## src/twc_pkg.sv

```systemverilog
package twc_pkg;
  // register offsets (byte addresses)
  localparam logic [11:0] OFF_BEGIN_RX    = 12'h000;
  localparam logic [11:0] OFF_BEGIN_TX    = 12'h008;
  localparam logic [11:0] OFF_END_XFER    = 12'h014;
  localparam logic [11:0] OFF_PAUSE       = 12'h01C;
  localparam logic [11:0] OFF_CONTINUE    = 12'h020;
  localparam logic [11:0] OFF_LINKS       = 12'h200;
  localparam logic [11:0] OFF_IRQ_SET     = 12'h304;
  localparam logic [11:0] OFF_IRQ_CLR     = 12'h308;
  localparam logic [11:0] OFF_FAULT_CAUSE = 12'h4C4;
  localparam logic [11:0] OFF_ENABLE      = 12'h500;
  localparam logic [11:0] OFF_PSEL_CLK    = 12'h508;
  localparam logic [11:0] OFF_PSEL_DATA   = 12'h50C;
  localparam logic [11:0] OFF_RX_BYTE     = 12'h518;
  localparam logic [11:0] OFF_TX_BYTE     = 12'h51C;
  localparam logic [11:0] OFF_RATE        = 12'h524;
  localparam logic [11:0] OFF_TARGET      = 12'h588;

  // event bit positions, shared by event, mask and interrupt logic
  localparam int unsigned EV_N       = 6;
  localparam int unsigned EV_STOPPED = 0;
  localparam int unsigned EV_RXRDY   = 1;
  localparam int unsigned EV_TXSENT  = 2;
  localparam int unsigned EV_FAULT   = 3;
  localparam int unsigned EV_BB      = 4;
  localparam int unsigned EV_PAUSED  = 5;
  localparam logic [11:0] EV_OFFS [0:EV_N-1] =
    '{12'h104, 12'h108, 12'h11C, 12'h124, 12'h138, 12'h148};

  // shortcut bits, fault cause bits and the enable bit
  localparam int unsigned LINK_PAUSE_BB = 0;
  localparam int unsigned LINK_END_BB   = 1;
  localparam int unsigned FC_ADDR_NACK  = 1;
  localparam int unsigned FC_DATA_NACK  = 2;
  localparam int unsigned ENABLE_BIT    = 0;

  // reset values
  localparam logic [31:0] RST_PSEL   = 32'hFFFF_FFFF;
  localparam logic [6:0]  RST_TARGET = 7'h00;

  // timing: bus_rate holds system clocks per quarter bit
  localparam int unsigned CLK_HZ      = 10_000_000;
  localparam int unsigned BUS_HZ      = 100_000;
  localparam logic [7:0]  RST_QUARTER = 8'(CLK_HZ / (4 * BUS_HZ));

  typedef enum logic [4:0] {
    ST_IDLE  = 5'b00001,
    ST_START = 5'b00010,
    ST_BIT   = 5'b00100,
    ST_HOLD  = 5'b01000,
    ST_STOP  = 5'b10000
  } twc_state_e;
endpackage : twc_pkg

```

## src/twc_line_if.sv

```systemverilog
`timescale 1ns/10ps
`default_nettype none
interface twc_line_if;
  logic scl_s;
  logic sda_s;
  modport src (output scl_s, output sda_s);
  modport dst (input scl_s, input sda_s);
endinterface : twc_line_if
`default_nettype wire

```

## src/twc_sync.sv

```systemverilog
`timescale 1ns/10ps
`default_nettype none
module twc_sync
(
  // clock and reset
  input  wire logic clk_sys,
  input  wire logic resetn,
  // raw pins
  input  wire logic scl_i,
  input  wire logic sda_i,
  // synchronised levels
  twc_line_if.src   line
);
  logic [1:0] raw;
  logic [1:0] meta_r;
  logic [1:0] sync_r;

  assign raw = {sda_i, scl_i};

  genvar g;
  generate
    for (g = 0; g < 2; g++)
    begin : g_sync
      // idle bus level is high, so reset to released
      always_ff @(posedge clk_sys or negedge resetn)
      begin
        if (!resetn)
        begin
          meta_r[g] <= 1'b1;
          sync_r[g] <= 1'b1;
        end
        else
        begin
          meta_r[g] <= raw[g];
          sync_r[g] <= meta_r[g];
        end
      end
    end
  endgenerate

  assign line.scl_s = sync_r[0];
  assign line.sda_s = sync_r[1];
endmodule : twc_sync
`default_nettype wire

```

## src/twc_tick.sv

```systemverilog
`timescale 1ns/10ps
`default_nettype none
module twc_tick
(
  // clock and reset
  input  wire logic       clk_sys,
  input  wire logic       resetn,
  // control
  input  wire logic       en,
  input  wire logic [7:0] div,
  // one-cycle quarter-bit pulse
  output logic            tick
);
  logic [7:0] cnt_r;

  always_ff @(posedge clk_sys or negedge resetn)
  begin
    if (!resetn)
      cnt_r <= 8'h00;
    else if (!en || tick)
      cnt_r <= 8'h00;
    else
      cnt_r <= cnt_r + 8'h01;
  end

  // a divisor of zero behaves as one
  assign tick = en && (cnt_r + 8'h01 >= div);
endmodule : twc_tick
`default_nettype wire

```

## src/twc_top.sv

```systemverilog
// Contract
// software keeps at most one shortcut into the end task enabled at a time.
// write and read phases chain in any order and number, each later phase opening with a repeated start.
// a receive start after a write phase gives a repeated start and a read with no stop between.
// to follow a read with a repeated start software triggers a start task instead of the end task.
// software triggers that start task before it reads the last received byte.
// a start task pending when the last byte is taken makes that byte NACKed before the repeated start.
// for lowest power software stops the controller and then disables it.
// after triggering the end task software waits for the stopped event before disabling.
// the stopped event rises once the stop requested by the end task has completed.
// receive start, transmit start and end tasks sit at 0x000, 0x008, 0x014 and fire on a 1 in bit 0.
// a byte-boundary event at 0x138 is raised before every byte sent or received.
// a shortcut register at 0x200 lets local events trigger local tasks directly.
// the end task puts a stop condition on the bus and ends the sequence.
// after a received byte the clock is held low and the acknowledge withheld until the byte is read.
// writing 0 to a task register does nothing and task registers read as zero.
`timescale 1ns/10ps
`default_nettype none
module twc_top
(
  // clock and reset
  input  wire logic        clk_sys,
  input  wire logic        resetn,
  // register port
  input  wire logic [11:0] addr,
  input  wire logic [31:0] wdata,
  input  wire logic        wr,
  input  wire logic        rd,
  output logic      [31:0] rdata,
  // interrupt
  output logic             irq,
  // two-wire pins, open drain
  input  wire logic        scl_i,
  output logic             scl_o,
  output logic             scl_oe_n,
  input  wire logic        sda_i,
  output logic             sda_o,
  output logic             sda_oe_n
);
  twc_line_if line ();

  twc_pkg::twc_state_e state_r;
  logic [1:0]  phase_r;
  logic [3:0]  bit_cnt_r;
  logic [7:0]  shreg_r;
  logic        rd_dir_r;
  logic        addr_ph_r;
  logic        ack_bit_r;
  logic        nack_r;
  logic        scl_oe_n_r;
  logic        sda_oe_n_r;
  logic [twc_pkg::EV_N-1:0] ev_hit_r;
  logic [twc_pkg::EV_N-1:0] ev_r;
  logic [twc_pkg::EV_N-1:0] mask_r;
  logic [2:0]  fc_hit_r;
  logic [2:0]  fault_cause_r;
  logic [1:0]  links_r;
  logic        enable_r;
  logic [31:0] psel_clk_r;
  logic [31:0] psel_data_r;
  logic [7:0]  rxd_r;
  logic        rxd_full_r;
  logic [7:0]  txd_r;
  logic        txd_full_r;
  logic [7:0]  rate_r;
  logic [6:0]  target_r;
  logic        pend_rx_r;
  logic        pend_tx_r;
  logic        pend_stop_r;
  logic        paused_r;
  logic [31:0] rdata_r;
  logic        irq_r;

  logic tick;
  logic go;
  logic step;
  logic rx_data;
  logic rx_wait;
  logic pend_start;
  logic pend_any;
  logic bit_val;
  logic t_rx, t_tx, t_end, t_pause, t_cont;
  logic sc_pause, sc_end;
  logic start_take, stop_done, idle_stop, rx_done, tx_take, rx_read;
  logic [twc_pkg::EV_N-1:0] ev_set;
  logic [twc_pkg::EV_N-1:0] ev_clr;
  logic [31:0] rdata_nxt;

  twc_sync u_sync
  (
    .clk_sys (clk_sys),
    .resetn  (resetn),
    .scl_i   (scl_i),
    .sda_i   (sda_i),
    .line    (line.src)
  );

  twc_tick u_tick
  (
    .clk_sys (clk_sys),
    .resetn  (resetn),
    .en      (enable_r),
    .div     (rate_r),
    .tick    (tick)
  );

  // task strobes fire only on a 1 in bit 0
  assign t_rx    = wr && addr == twc_pkg::OFF_BEGIN_RX && wdata[0];
  assign t_tx    = wr && addr == twc_pkg::OFF_BEGIN_TX && wdata[0];
  assign t_end   = wr && addr == twc_pkg::OFF_END_XFER && wdata[0];
  assign t_pause = wr && addr == twc_pkg::OFF_PAUSE && wdata[0];
  assign t_cont  = wr && addr == twc_pkg::OFF_CONTINUE && wdata[0];
  assign rx_read = rd && addr == twc_pkg::OFF_RX_BYTE;

  // shortcuts: byte boundary straight into pause or end
  assign sc_pause = ev_hit_r[twc_pkg::EV_BB] && links_r[twc_pkg::LINK_PAUSE_BB];
  assign sc_end   = ev_hit_r[twc_pkg::EV_BB] && links_r[twc_pkg::LINK_END_BB];

  assign rx_data    = rd_dir_r && !addr_ph_r;
  assign rx_wait    = rx_data && bit_cnt_r == 4'd8;
  assign pend_start = pend_rx_r || pend_tx_r;
  assign pend_any   = pend_start || pend_stop_r;
  // pause freezes the engine only at a bit boundary, with the clock low except at a first start from idle, where it is still released
  assign go   = tick && enable_r
                && !(paused_r && phase_r == 2'd0 && state_r != twc_pkg::ST_IDLE);
  assign step = phase_r != 2'd2 || line.scl_s;
  assign bit_val = (bit_cnt_r < 4'd8) ? (rx_data || shreg_r[7])
                                      : (!rx_data || ack_bit_r);

  assign start_take = go && state_r == twc_pkg::ST_START && phase_r == 2'd3;
  assign stop_done  = go && state_r == twc_pkg::ST_STOP && phase_r == 2'd3;
  assign idle_stop  = go && state_r == twc_pkg::ST_IDLE && pend_stop_r && !pend_start;
  assign rx_done    = go && state_r == twc_pkg::ST_BIT && phase_r == 2'd3 && rx_data
                      && bit_cnt_r == 4'd7;
  assign tx_take    = go && state_r == twc_pkg::ST_HOLD && !rx_wait && !pend_any
                      && !rd_dir_r && txd_full_r && !nack_r;

  // bus engine
  always_ff @(posedge clk_sys or negedge resetn)
  begin
    if (!resetn)
    begin
      state_r    <= twc_pkg::ST_IDLE;
      phase_r    <= 2'd0;
      bit_cnt_r  <= 4'd0;
      shreg_r    <= 8'h00;
      rd_dir_r   <= 1'b0;
      addr_ph_r  <= 1'b0;
      ack_bit_r  <= 1'b0;
      nack_r     <= 1'b0;
      scl_oe_n_r <= 1'b1;
      sda_oe_n_r <= 1'b1;
      ev_hit_r   <= '0;
      fc_hit_r   <= 3'h0;
    end
    else
    begin
      ev_hit_r <= '0;
      fc_hit_r <= 3'h0;
      if (!enable_r)
      begin
        state_r    <= twc_pkg::ST_IDLE;
        phase_r    <= 2'd0;
        scl_oe_n_r <= 1'b1;
        sda_oe_n_r <= 1'b1;
      end
      else if (go)
      begin
        unique case (state_r)
          twc_pkg::ST_IDLE:
          begin
            if (pend_start)
              state_r <= twc_pkg::ST_START;
            else if (pend_stop_r)
              ev_hit_r[twc_pkg::EV_STOPPED] <= 1'b1;
          end
          twc_pkg::ST_START:
          begin
            // same shape for first and repeated start: data low while clock high
            if (step)
              phase_r <= phase_r + 2'd1;
            case (phase_r)
              2'd0: sda_oe_n_r <= 1'b1;
              2'd1: scl_oe_n_r <= 1'b1;
              2'd2: if (line.scl_s) sda_oe_n_r <= 1'b0;
              default:
              begin
                scl_oe_n_r <= 1'b0;
                rd_dir_r   <= pend_rx_r;
                shreg_r    <= {target_r, pend_rx_r};
                addr_ph_r  <= 1'b1;
                bit_cnt_r  <= 4'd0;
                nack_r     <= 1'b0;
                ev_hit_r[twc_pkg::EV_BB] <= 1'b1;
                state_r    <= twc_pkg::ST_BIT;
              end
            endcase
          end
          twc_pkg::ST_BIT:
          begin
            if (step)
              phase_r <= phase_r + 2'd1;
            case (phase_r)
              2'd0: sda_oe_n_r <= bit_val;
              2'd1: scl_oe_n_r <= 1'b1;
              2'd2: ;
              default:
              begin
                scl_oe_n_r <= 1'b0;
                if (bit_cnt_r < 4'd8)
                begin
                  shreg_r   <= {shreg_r[6:0], line.sda_s};
                  bit_cnt_r <= bit_cnt_r + 4'd1;
                  if (rx_data && bit_cnt_r == 4'd7)
                  begin
                    ev_hit_r[twc_pkg::EV_RXRDY] <= 1'b1;
                    state_r <= twc_pkg::ST_HOLD;
                  end
                end
                else if (rx_data)
                begin
                  bit_cnt_r <= 4'd0;
                  if (ack_bit_r)
                    state_r <= twc_pkg::ST_HOLD;
                  else
                    ev_hit_r[twc_pkg::EV_BB] <= 1'b1;
                end
                else if (line.sda_s)
                begin
                  nack_r <= 1'b1;
                  ev_hit_r[twc_pkg::EV_FAULT] <= 1'b1;
                  fc_hit_r[twc_pkg::FC_ADDR_NACK] <= addr_ph_r;
                  fc_hit_r[twc_pkg::FC_DATA_NACK] <= !addr_ph_r;
                  state_r <= twc_pkg::ST_HOLD;
                end
                else if (addr_ph_r && rd_dir_r)
                begin
                  addr_ph_r <= 1'b0;
                  bit_cnt_r <= 4'd0;
                  ev_hit_r[twc_pkg::EV_BB] <= 1'b1;
                end
                else
                begin
                  ev_hit_r[twc_pkg::EV_TXSENT] <= !addr_ph_r;
                  addr_ph_r <= 1'b0;
                  state_r   <= twc_pkg::ST_HOLD;
                end
              end
            endcase
          end
          twc_pkg::ST_HOLD:
          begin
            // clock stays low here; the read byte is acked only once taken
            if (rx_wait)
            begin
              if (!rxd_full_r)
              begin
                ack_bit_r <= pend_any;
                state_r   <= twc_pkg::ST_BIT;
              end
            end
            else if (pend_stop_r)
              state_r <= twc_pkg::ST_STOP;
            else if (pend_start)
              state_r <= twc_pkg::ST_START;
            else if (tx_take)
            begin
              shreg_r   <= txd_r;
              bit_cnt_r <= 4'd0;
              ev_hit_r[twc_pkg::EV_BB] <= 1'b1;
              state_r   <= twc_pkg::ST_BIT;
            end
          end
          twc_pkg::ST_STOP:
          begin
            if (step)
              phase_r <= phase_r + 2'd1;
            case (phase_r)
              2'd0: sda_oe_n_r <= 1'b0;
              2'd1: scl_oe_n_r <= 1'b1;
              2'd2: ;
              default:
              begin
                sda_oe_n_r <= 1'b1;
                rd_dir_r   <= 1'b0;
                ev_hit_r[twc_pkg::EV_STOPPED] <= 1'b1;
                state_r    <= twc_pkg::ST_IDLE;
              end
            endcase
          end
        endcase
      end
    end
  end

  // pending tasks; a new trigger wins over a same-cycle consume
  always_ff @(posedge clk_sys or negedge resetn)
  begin
    if (!resetn)
    begin
      pend_rx_r   <= 1'b0;
      pend_tx_r   <= 1'b0;
      pend_stop_r <= 1'b0;
      paused_r    <= 1'b0;
    end
    else
    begin
      if (start_take)
      begin
        pend_rx_r <= 1'b0;
        pend_tx_r <= 1'b0;
      end
      if (stop_done || idle_stop)
        pend_stop_r <= 1'b0;
      if (t_cont)
        paused_r <= 1'b0;
      if (t_rx)
        pend_rx_r <= 1'b1;
      if (t_tx)
        pend_tx_r <= 1'b1;
      if (t_end || sc_end)
        pend_stop_r <= 1'b1;
      if (t_pause || sc_pause)
        paused_r <= 1'b1;
    end
  end

  // receive and transmit holding bytes
  always_ff @(posedge clk_sys or negedge resetn)
  begin
    if (!resetn)
    begin
      rxd_r      <= 8'h00;
      rxd_full_r <= 1'b0;
      txd_r      <= 8'h00;
      txd_full_r <= 1'b0;
    end
    else
    begin
      if (rx_read)
        rxd_full_r <= 1'b0;
      if (rx_done)
      begin
        rxd_r      <= {shreg_r[6:0], line.sda_s};
        rxd_full_r <= 1'b1;
      end
      if (tx_take)
        txd_full_r <= 1'b0;
      if (wr && addr == twc_pkg::OFF_TX_BYTE)
      begin
        txd_r      <= wdata[7:0];
        txd_full_r <= 1'b1;
      end
    end
  end

  // configuration registers
  always_ff @(posedge clk_sys or negedge resetn)
  begin
    if (!resetn)
    begin
      links_r     <= 2'b00;
      enable_r    <= 1'b0;
      psel_clk_r  <= twc_pkg::RST_PSEL;
      psel_data_r <= twc_pkg::RST_PSEL;
      rate_r      <= twc_pkg::RST_QUARTER;
      target_r    <= twc_pkg::RST_TARGET;
      mask_r      <= '0;
    end
    else if (wr)
    begin
      case (addr)
        twc_pkg::OFF_LINKS:     links_r     <= wdata[1:0];
        twc_pkg::OFF_ENABLE:    enable_r    <= wdata[twc_pkg::ENABLE_BIT];
        twc_pkg::OFF_PSEL_CLK:  psel_clk_r  <= wdata;
        twc_pkg::OFF_PSEL_DATA: psel_data_r <= wdata;
        twc_pkg::OFF_RATE:      rate_r      <= wdata[7:0];
        twc_pkg::OFF_TARGET:    target_r    <= wdata[6:0];
        twc_pkg::OFF_IRQ_SET:   mask_r      <= mask_r | wdata[twc_pkg::EV_N-1:0];
        twc_pkg::OFF_IRQ_CLR:   mask_r      <= mask_r & ~wdata[twc_pkg::EV_N-1:0];
        default: ;
      endcase
    end
  end

  // sticky events, cleared by a 1 in bit 0 at their own offset
  genvar g;
  generate
    for (g = 0; g < twc_pkg::EV_N; g++)
    begin : g_ev
      assign ev_clr[g] = wr && addr == twc_pkg::EV_OFFS[g] && wdata[0];
    end
  endgenerate

  always_comb
  begin
    ev_set = ev_hit_r;
    ev_set[twc_pkg::EV_PAUSED] = (t_pause || sc_pause) && !paused_r;
  end

  always_ff @(posedge clk_sys or negedge resetn)
  begin
    if (!resetn)
    begin
      ev_r          <= '0;
      fault_cause_r <= 3'h0;
      irq_r         <= 1'b0;
    end
    else
    begin
      // a set in the clearing cycle survives
      ev_r <= (ev_r & ~ev_clr) | ev_set;
      if (wr && addr == twc_pkg::OFF_FAULT_CAUSE)
        fault_cause_r <= (fault_cause_r & ~wdata[2:0]) | fc_hit_r;
      else
        fault_cause_r <= fault_cause_r | fc_hit_r;
      irq_r <= |(ev_r & mask_r);
    end
  end

  // read mux; tasks and unmapped offsets read zero
  always_comb
  begin
    rdata_nxt = 32'h0000_0000;
    for (int i = 0; i < twc_pkg::EV_N; i++)
      if (addr == twc_pkg::EV_OFFS[i])
        rdata_nxt = {31'h0000_0000, ev_r[i]};
    case (addr)
      twc_pkg::OFF_LINKS:       rdata_nxt = {30'h0000_0000, links_r};
      twc_pkg::OFF_IRQ_SET,
      twc_pkg::OFF_IRQ_CLR:     rdata_nxt = {26'h000_0000, mask_r};
      twc_pkg::OFF_FAULT_CAUSE: rdata_nxt = {29'h0000_0000, fault_cause_r};
      twc_pkg::OFF_ENABLE:      rdata_nxt = {31'h0000_0000, enable_r};
      twc_pkg::OFF_PSEL_CLK:    rdata_nxt = psel_clk_r;
      twc_pkg::OFF_PSEL_DATA:   rdata_nxt = psel_data_r;
      twc_pkg::OFF_RX_BYTE:     rdata_nxt = {24'h00_0000, rxd_r};
      twc_pkg::OFF_TX_BYTE:     rdata_nxt = {24'h00_0000, txd_r};
      twc_pkg::OFF_RATE:        rdata_nxt = {24'h00_0000, rate_r};
      twc_pkg::OFF_TARGET:      rdata_nxt = {25'h000_0000, target_r};
      default: ;
    endcase
  end

  always_ff @(posedge clk_sys or negedge resetn)
  begin
    if (!resetn)
      rdata_r <= 32'h0000_0000;
    else if (rd)
      rdata_r <= rdata_nxt;
    else
      rdata_r <= 32'h0000_0000;
  end

  // open drain: drive value is always low
  always_ff @(posedge clk_sys or negedge resetn)
  begin
    if (!resetn)
    begin
      scl_o <= 1'b0;
      sda_o <= 1'b0;
    end
    else
    begin
      scl_o <= 1'b0;
      sda_o <= 1'b0;
    end
  end

  assign rdata    = rdata_r;
  assign irq      = irq_r;
  assign scl_oe_n = scl_oe_n_r;
  assign sda_oe_n = sda_oe_n_r;
endmodule : twc_top
`default_nettype wire

```

## config.mk

```make
export PLATFORM = sky130hd
export DESIGN_NAME = twc_top
export DESIGN_NICKNAME = d
export VERILOG_FILES = /design/src/twc_pkg.sv /design/src/twc_line_if.sv /design/src/twc_sync.sv /design/src/twc_tick.sv /design/src/twc_top.sv
export SDC_FILE = /design/constraint.sdc
export NUM_CORES = 1
export LEC_CHECK = 0
export ABC_AREA = 1
export BUFFER_PORTS_ARGS = -buffer_cell sky130_fd_sc_hd__buf_2
export CORE_UTILIZATION = 35
export DETAILED_ROUTE_END_ITERATION = 16
export PLACE_DENSITY = 0.62
export SETUP_SLACK_MARGIN = 0.02
export SKIP_LAST_GASP = 1
export SYNTH_ARGS = -nofsm -noshare
export SYNTH_HDL_FRONTEND = slang
export SYNTH_SLANG_ARGS = --single-unit
```

## constraint.sdc

```tcl
create_clock -name clk_sys -period 3.2 [get_ports clk_sys]
set_clock_uncertainty 0.15 [all_clocks]
set_input_delay 0.48 -clock clk_sys [delete_from_list [all_inputs] [get_ports clk_sys]]
set_output_delay 0.48 -clock clk_sys [all_outputs]
set_load 0.005 [all_outputs]
```

==> qor.csv <==
stage,metric,value,unit
clocking,buffer type at the clock tree root,sky130_fd_sc_hd__clkbuf_16,
pwr,leakage power summed over all cells,5.14,nW
critical_path,endpoint kind of the worst setup timing path,register,
layout,fill cell total of the finished layout,2673,
critical_path,worst r2r dst,shreg_r[0]$_DFFE_PN0P_,
grt,via count of the first global-routing pass,7398,
floorplan,starting density of the core,0.355,
routing,routed length per placed instance,14.9,µm
timing,Final Max Tran Viols,0,
critical_path,critical path data required time,3370,ps
critical_path,top fanout value on the critical path,14,
grt,total global routing overflow,0,
floorplan,die height,167,µm
place,HPWL after DPL,16.9,mm
pwr,Gate power share,0.034,
synthesis,Seq cells post-synth,196,
clocking,clock insertion delay at the later pin of the skew report,440,ps
critical_path,worst reg2reg startpoint,u_tick.cnt_r[0]$_DFF_PN0_,
timing,relative max-transition margin,0.557,
synthesis,"top cells by count, synth","sky130_fd_sc_hd__nand2_1, sky130_fd_sc_hd__inv_1, sky130_fd_sc_hd__dfrtp_1",
timing,clock period minus worst slack,2900,ps
synthesis,Post-synth EDFFs,0,
min_path,Hold Crit Class,in -> reg,
critical_path,Setup crit end,shreg_r[0]$_DFFE_PN0P_,
floorplan,Horiz. Die Dim,167,µm
min_path,worst hold stages,3,
synthesis,Mean Syn Cell Area,8.34,µm²
clocking,Clock Sinks,196,
layout,area growth from synthesis to layout,14.6,%
timing,worst-margin pin slew,665,ps
layout,"number of standard cells in the layout, taps in and fillers out",1581,
routing,total DRC errors in the routed layout,0,
routing,Routed Antenna Nets,0,
critical_path,CP max stage delay,400,ps
timing,"Setup violations, final",0,
synthesis,synthesized netlist cell count,1144,
synthesis,synth top area cells,"sky130_fd_sc_hd__dfrtp_1, sky130_fd_sc_hd__dfstp_2, sky130_fd_sc_hd__nand2_1",
routing,initial drt markers,717,
layout,share of final-layout standard cells stronger than drive strength 1,0.212,
pwr,Psw,0.00128,W
critical_path,standard cell with the maximum stage delay on the critical path,sky130_fd_sc_hd__dfrtp_1,
routing,first-pass iteration count of the detailed router,6,
grt,largest net degree at the start of global routing,83,
clocking,Setup Buffers After CTS,0,
floorplan,floorplan core area,26900,µm²
synthesis,most common cell in the synthesized netlist,sky130_fd_sc_hd__nand2_1,
synthesis,Post-Syn Area,9540,µm²
timing,upper clock frequency limit,345,MHz
clocking,clock tree from TritonCTS,done,
flow_run,max_cap viols,0,
pwr,switching part of the total,0.261,
place,Port-buffer cells,84,
pwr,relative contribution of the clock network to total power,0.456,
routing,post-DR vias/cell,4.91,
pwr,Seq pwr share,0.510,
synthesis,count of cell types in the netlist,48,
synthesis,warnings from Yosys,0,
critical_path,Worst Reg2Reg Path Length in Cells,17,
clocking,clock-pin slew of the registers on the worst-case setup and hold paths,90,ps
critical_path,CP startpoint kind,register,
clocking,H-tree levels,4,
timing,final hold vios,0,
critical_path,register-to-register setup slack,300,ps
layout,Inserted Diodes,0,
clocking,TritonCTS Buffers,17,
floorplan,area of the die,27900,µm²
clocking,clock buffer depth,2,
pwr,P per Cell Area,448,nW/µm²
synthesis,share of the yosys chip area belonging to registers,0.524,
place,"number of placed instances, taps included",1546,
critical_path,library cell appearing most often on the critical path,sky130_fd_sc_hd__nand2_1,
critical_path,WS Path Type,reg -> reg,
synthesis,Yosys top cell by area,sky130_fd_sc_hd__dfrtp_1,
synthesis,asr flop ratio synth,1.00,
critical_path,cell-by-cell trace of the critical path,"ha_1, nand2_1, inv_1, nand2_1, nor2_1, nand2_1, xor2_1, inv_1, ha_1, nand2_1, o21a_1, nand2_2, nand3_2, nand2_4, nand2_2, nand2_1, nand2_1",
timing,RSZ-0062 raised after global routing,false,
layout,final net count,1292,
critical_path,startpoint of the worst setup timing path,u_tick.cnt_r[0]$_DFF_PN0_,
synthesis,prevailing post-synth register cell,sky130_fd_sc_hd__dfrtp_1,
routing,overall via count from detail_route,7759,
pwr,Max rail drop VDD,0.234,mV
pwr,Int Pwr,0.00362,W
place,final weighted congestion in routability-driven placement,0.899,
floorplan,boundary pin count,87,
synthesis,post-synth top area share,0.320,
grt,initial antenna violation count,0,
critical_path,Crit path arrival time,3070,ps
timing,sum of negative setup slack,0,ps
grt,global-route wire length before repair,38.4,mm
grt,Overall Global Routing Usage,0.174,
timing,share of the clock period used by the worst path after layout,0.906,
floorplan,floorplan row count,60,
routing,sum of routed wire length over all layers,23.6,mm
status,outcome,finished clean,
==> per-layer routing <==
layer,track usage,share of wire
met4,0.0487,0.017
met1,0.241,0.48
met5,0,0
met2,0.278,0.45
met3,0.0330,0.049
==> layout by cell type (no fill, tap or decap), types with 3 or more instances in the layout <==
| cell type | n |
|---|---|
| sky130_fd_sc_hd__nor3_1 | 13 |
| sky130_fd_sc_hd__nand3_1 | 55 |
| sky130_fd_sc_hd__o21ai_0 | 99 |
| sky130_fd_sc_hd__inv_1 | 132 |
| sky130_fd_sc_hd__dfstp_2 | 74 |
| sky130_fd_sc_hd__a31oi_1 | 4 |
| sky130_fd_sc_hd__ha_1 | 15 |
| sky130_fd_sc_hd__clkinv_8 | 5 |
| sky130_fd_sc_hd__a21oi_2 | 5 |
| sky130_fd_sc_hd__nand3b_1 | 3 |
| sky130_fd_sc_hd__dlygate4sd3_1 | 3 |
| sky130_fd_sc_hd__o21ai_1 | 29 |
| sky130_fd_sc_hd__nand4_2 | 3 |
| sky130_fd_sc_hd__xor2_1 | 4 |
| sky130_fd_sc_hd__nor2_2 | 11 |
| sky130_fd_sc_hd__nand3_2 | 6 |
| sky130_fd_sc_hd__nor2_4 | 7 |
| sky130_fd_sc_hd__o211ai_1 | 4 |
| sky130_fd_sc_hd__nand4_1 | 9 |
| sky130_fd_sc_hd__nor2_1 | 87 |
| sky130_fd_sc_hd__inv_8 | 6 |
| sky130_fd_sc_hd__a22oi_1 | 3 |
| sky130_fd_sc_hd__clkbuf_16 | 17 |
| sky130_fd_sc_hd__a21oi_1 | 35 |
| sky130_fd_sc_hd__dfrtp_1 | 122 |
| sky130_fd_sc_hd__o221ai_1 | 4 |
| sky130_fd_sc_hd__nand2_2 | 10 |
| sky130_fd_sc_hd__nand2_4 | 4 |
| sky130_fd_sc_hd__buf_4 | 9 |
| sky130_fd_sc_hd__nand2_1 | 332 |
| sky130_fd_sc_hd__or2_2 | 4 |
| sky130_fd_sc_hd__buf_2 | 83 |
| sky130_fd_sc_hd__nor4_1 | 3 |
| sky130_fd_sc_hd__o22ai_1 | 6 |
| sky130_fd_sc_hd__inv_2 | 8 |
==> metrics by stage <==
stage | setup WS [ps] | util | power (W) | instance area (µm²) | hold slack (ps)
after floorplan | 576 | - | 0.00260 | 9540 | 34.4
after global routing | 45.7 | 0.407 | 0.00507 | 10900 | 100
after CTS | 155 | 0.407 | 0.00495 | 10900 | 100
final | 302 | 0.407 | 0.00490 | 10900 | 111
after global placement | 258 | 0.382 | 0.00271 | 10300 | 196
after detailed placement | 181 | 0.382 | 0.00271 | 10300 | 197
==> cell type report <==
type / instances / area, µm² / share of cell area
well taps: 341 / 427 / 0.0390
repair buffers: 97 / 547 / 0.0500
inverters: 140 / 526 / 0.0481
multi-input cells: 775 / 3810 / 0.349
flip-flops and latches: 196 / 5000 / 0.457
clock buffers: 17 / 425 / 0.0389
clock inverters: 15 / 199 / 0.0182
==> power by group through the flow <==
stage	Clock [W]	Sequential (W)	Combinational [W]
5_1_grt	0.00238	0.00250	0.000191
4_1_cts	0.00228	0.00250	0.000171
3_3_place_gp	0	0.00254	0.000166
3_5_place_dp	0	0.00254	0.000167
6_report	0.00224	0.00250	0.000167
2_1_floorplan	0	0.00254	0.0000538
==> how the worst min path moves through the flow <==
stage                                          start                     endpoint  slack [ps]
after global placement    u_sync.meta_r[1]$_DFF_PN1_  u_sync.line.sda_s$_DFF_PN1_         200
final                                      wdata[24]   psel_clk_r[24]$_DFFE_PN1P_         110
after global routing                       wdata[20]   psel_clk_r[20]$_DFFE_PN1P_         100
after CTS                                  wdata[24]   psel_clk_r[24]$_DFFE_PN1P_         100
after detailed placement  u_sync.meta_r[1]$_DFF_PN1_  u_sync.line.sda_s$_DFF_PN1_         200
after floorplan                               resetn                    async pin          30
==> registers in the layout (all words and copies together) (netlist names), 6 cells and up, named ones only <==
| signal | count |
|---|---|
| target_r | 7 |
| rate_r | 8 |
| rxd_r | 8 |
| ev_r | 6 |
| psel_data_r | 32 |
| psel_clk_r | 32 |
| u_tick.cnt_r | 8 |
| rdata | 32 |
| txd_r | 8 |
| shreg_r | 8 |
==> critical path: cells and delay by family (launching register included) <==
family                     cells  cell delay [ps]
DFF                            1              400
buffers and inverters          2              150
adders and majority gates      2              460
AOI/OAI and AO/OA              1              210
and+or+nand+nor               11             1260
xor gates and xnor gates       1              170
==> timing repair <==
action / in CTS / in global routing
endpoints found under the hold margin: 33 / 0
hold buffers: 3 / 0
resized for setup: 0 / 1
endpoints found under the setup margin: 0 / 33
==> cell families (layout without fill, tap and decap cells) <==
logic type               Yosys count  after routing  synth area share
adder cells (fa/ha/maj)           15             15            0.0197
AND/OR/NAND/NOR                  548            548             0.252
AO/OA/AOI/OAI                    204            204             0.121
buffers and inverters            174            269            0.0773
flip-flops                       196            196             0.524
multiplexers                       1              1           0.00118
XOR/XNOR                           5              5           0.00459
other                              1              2          0.000393
No activity file was read; power rests on OpenSTA's default activity.
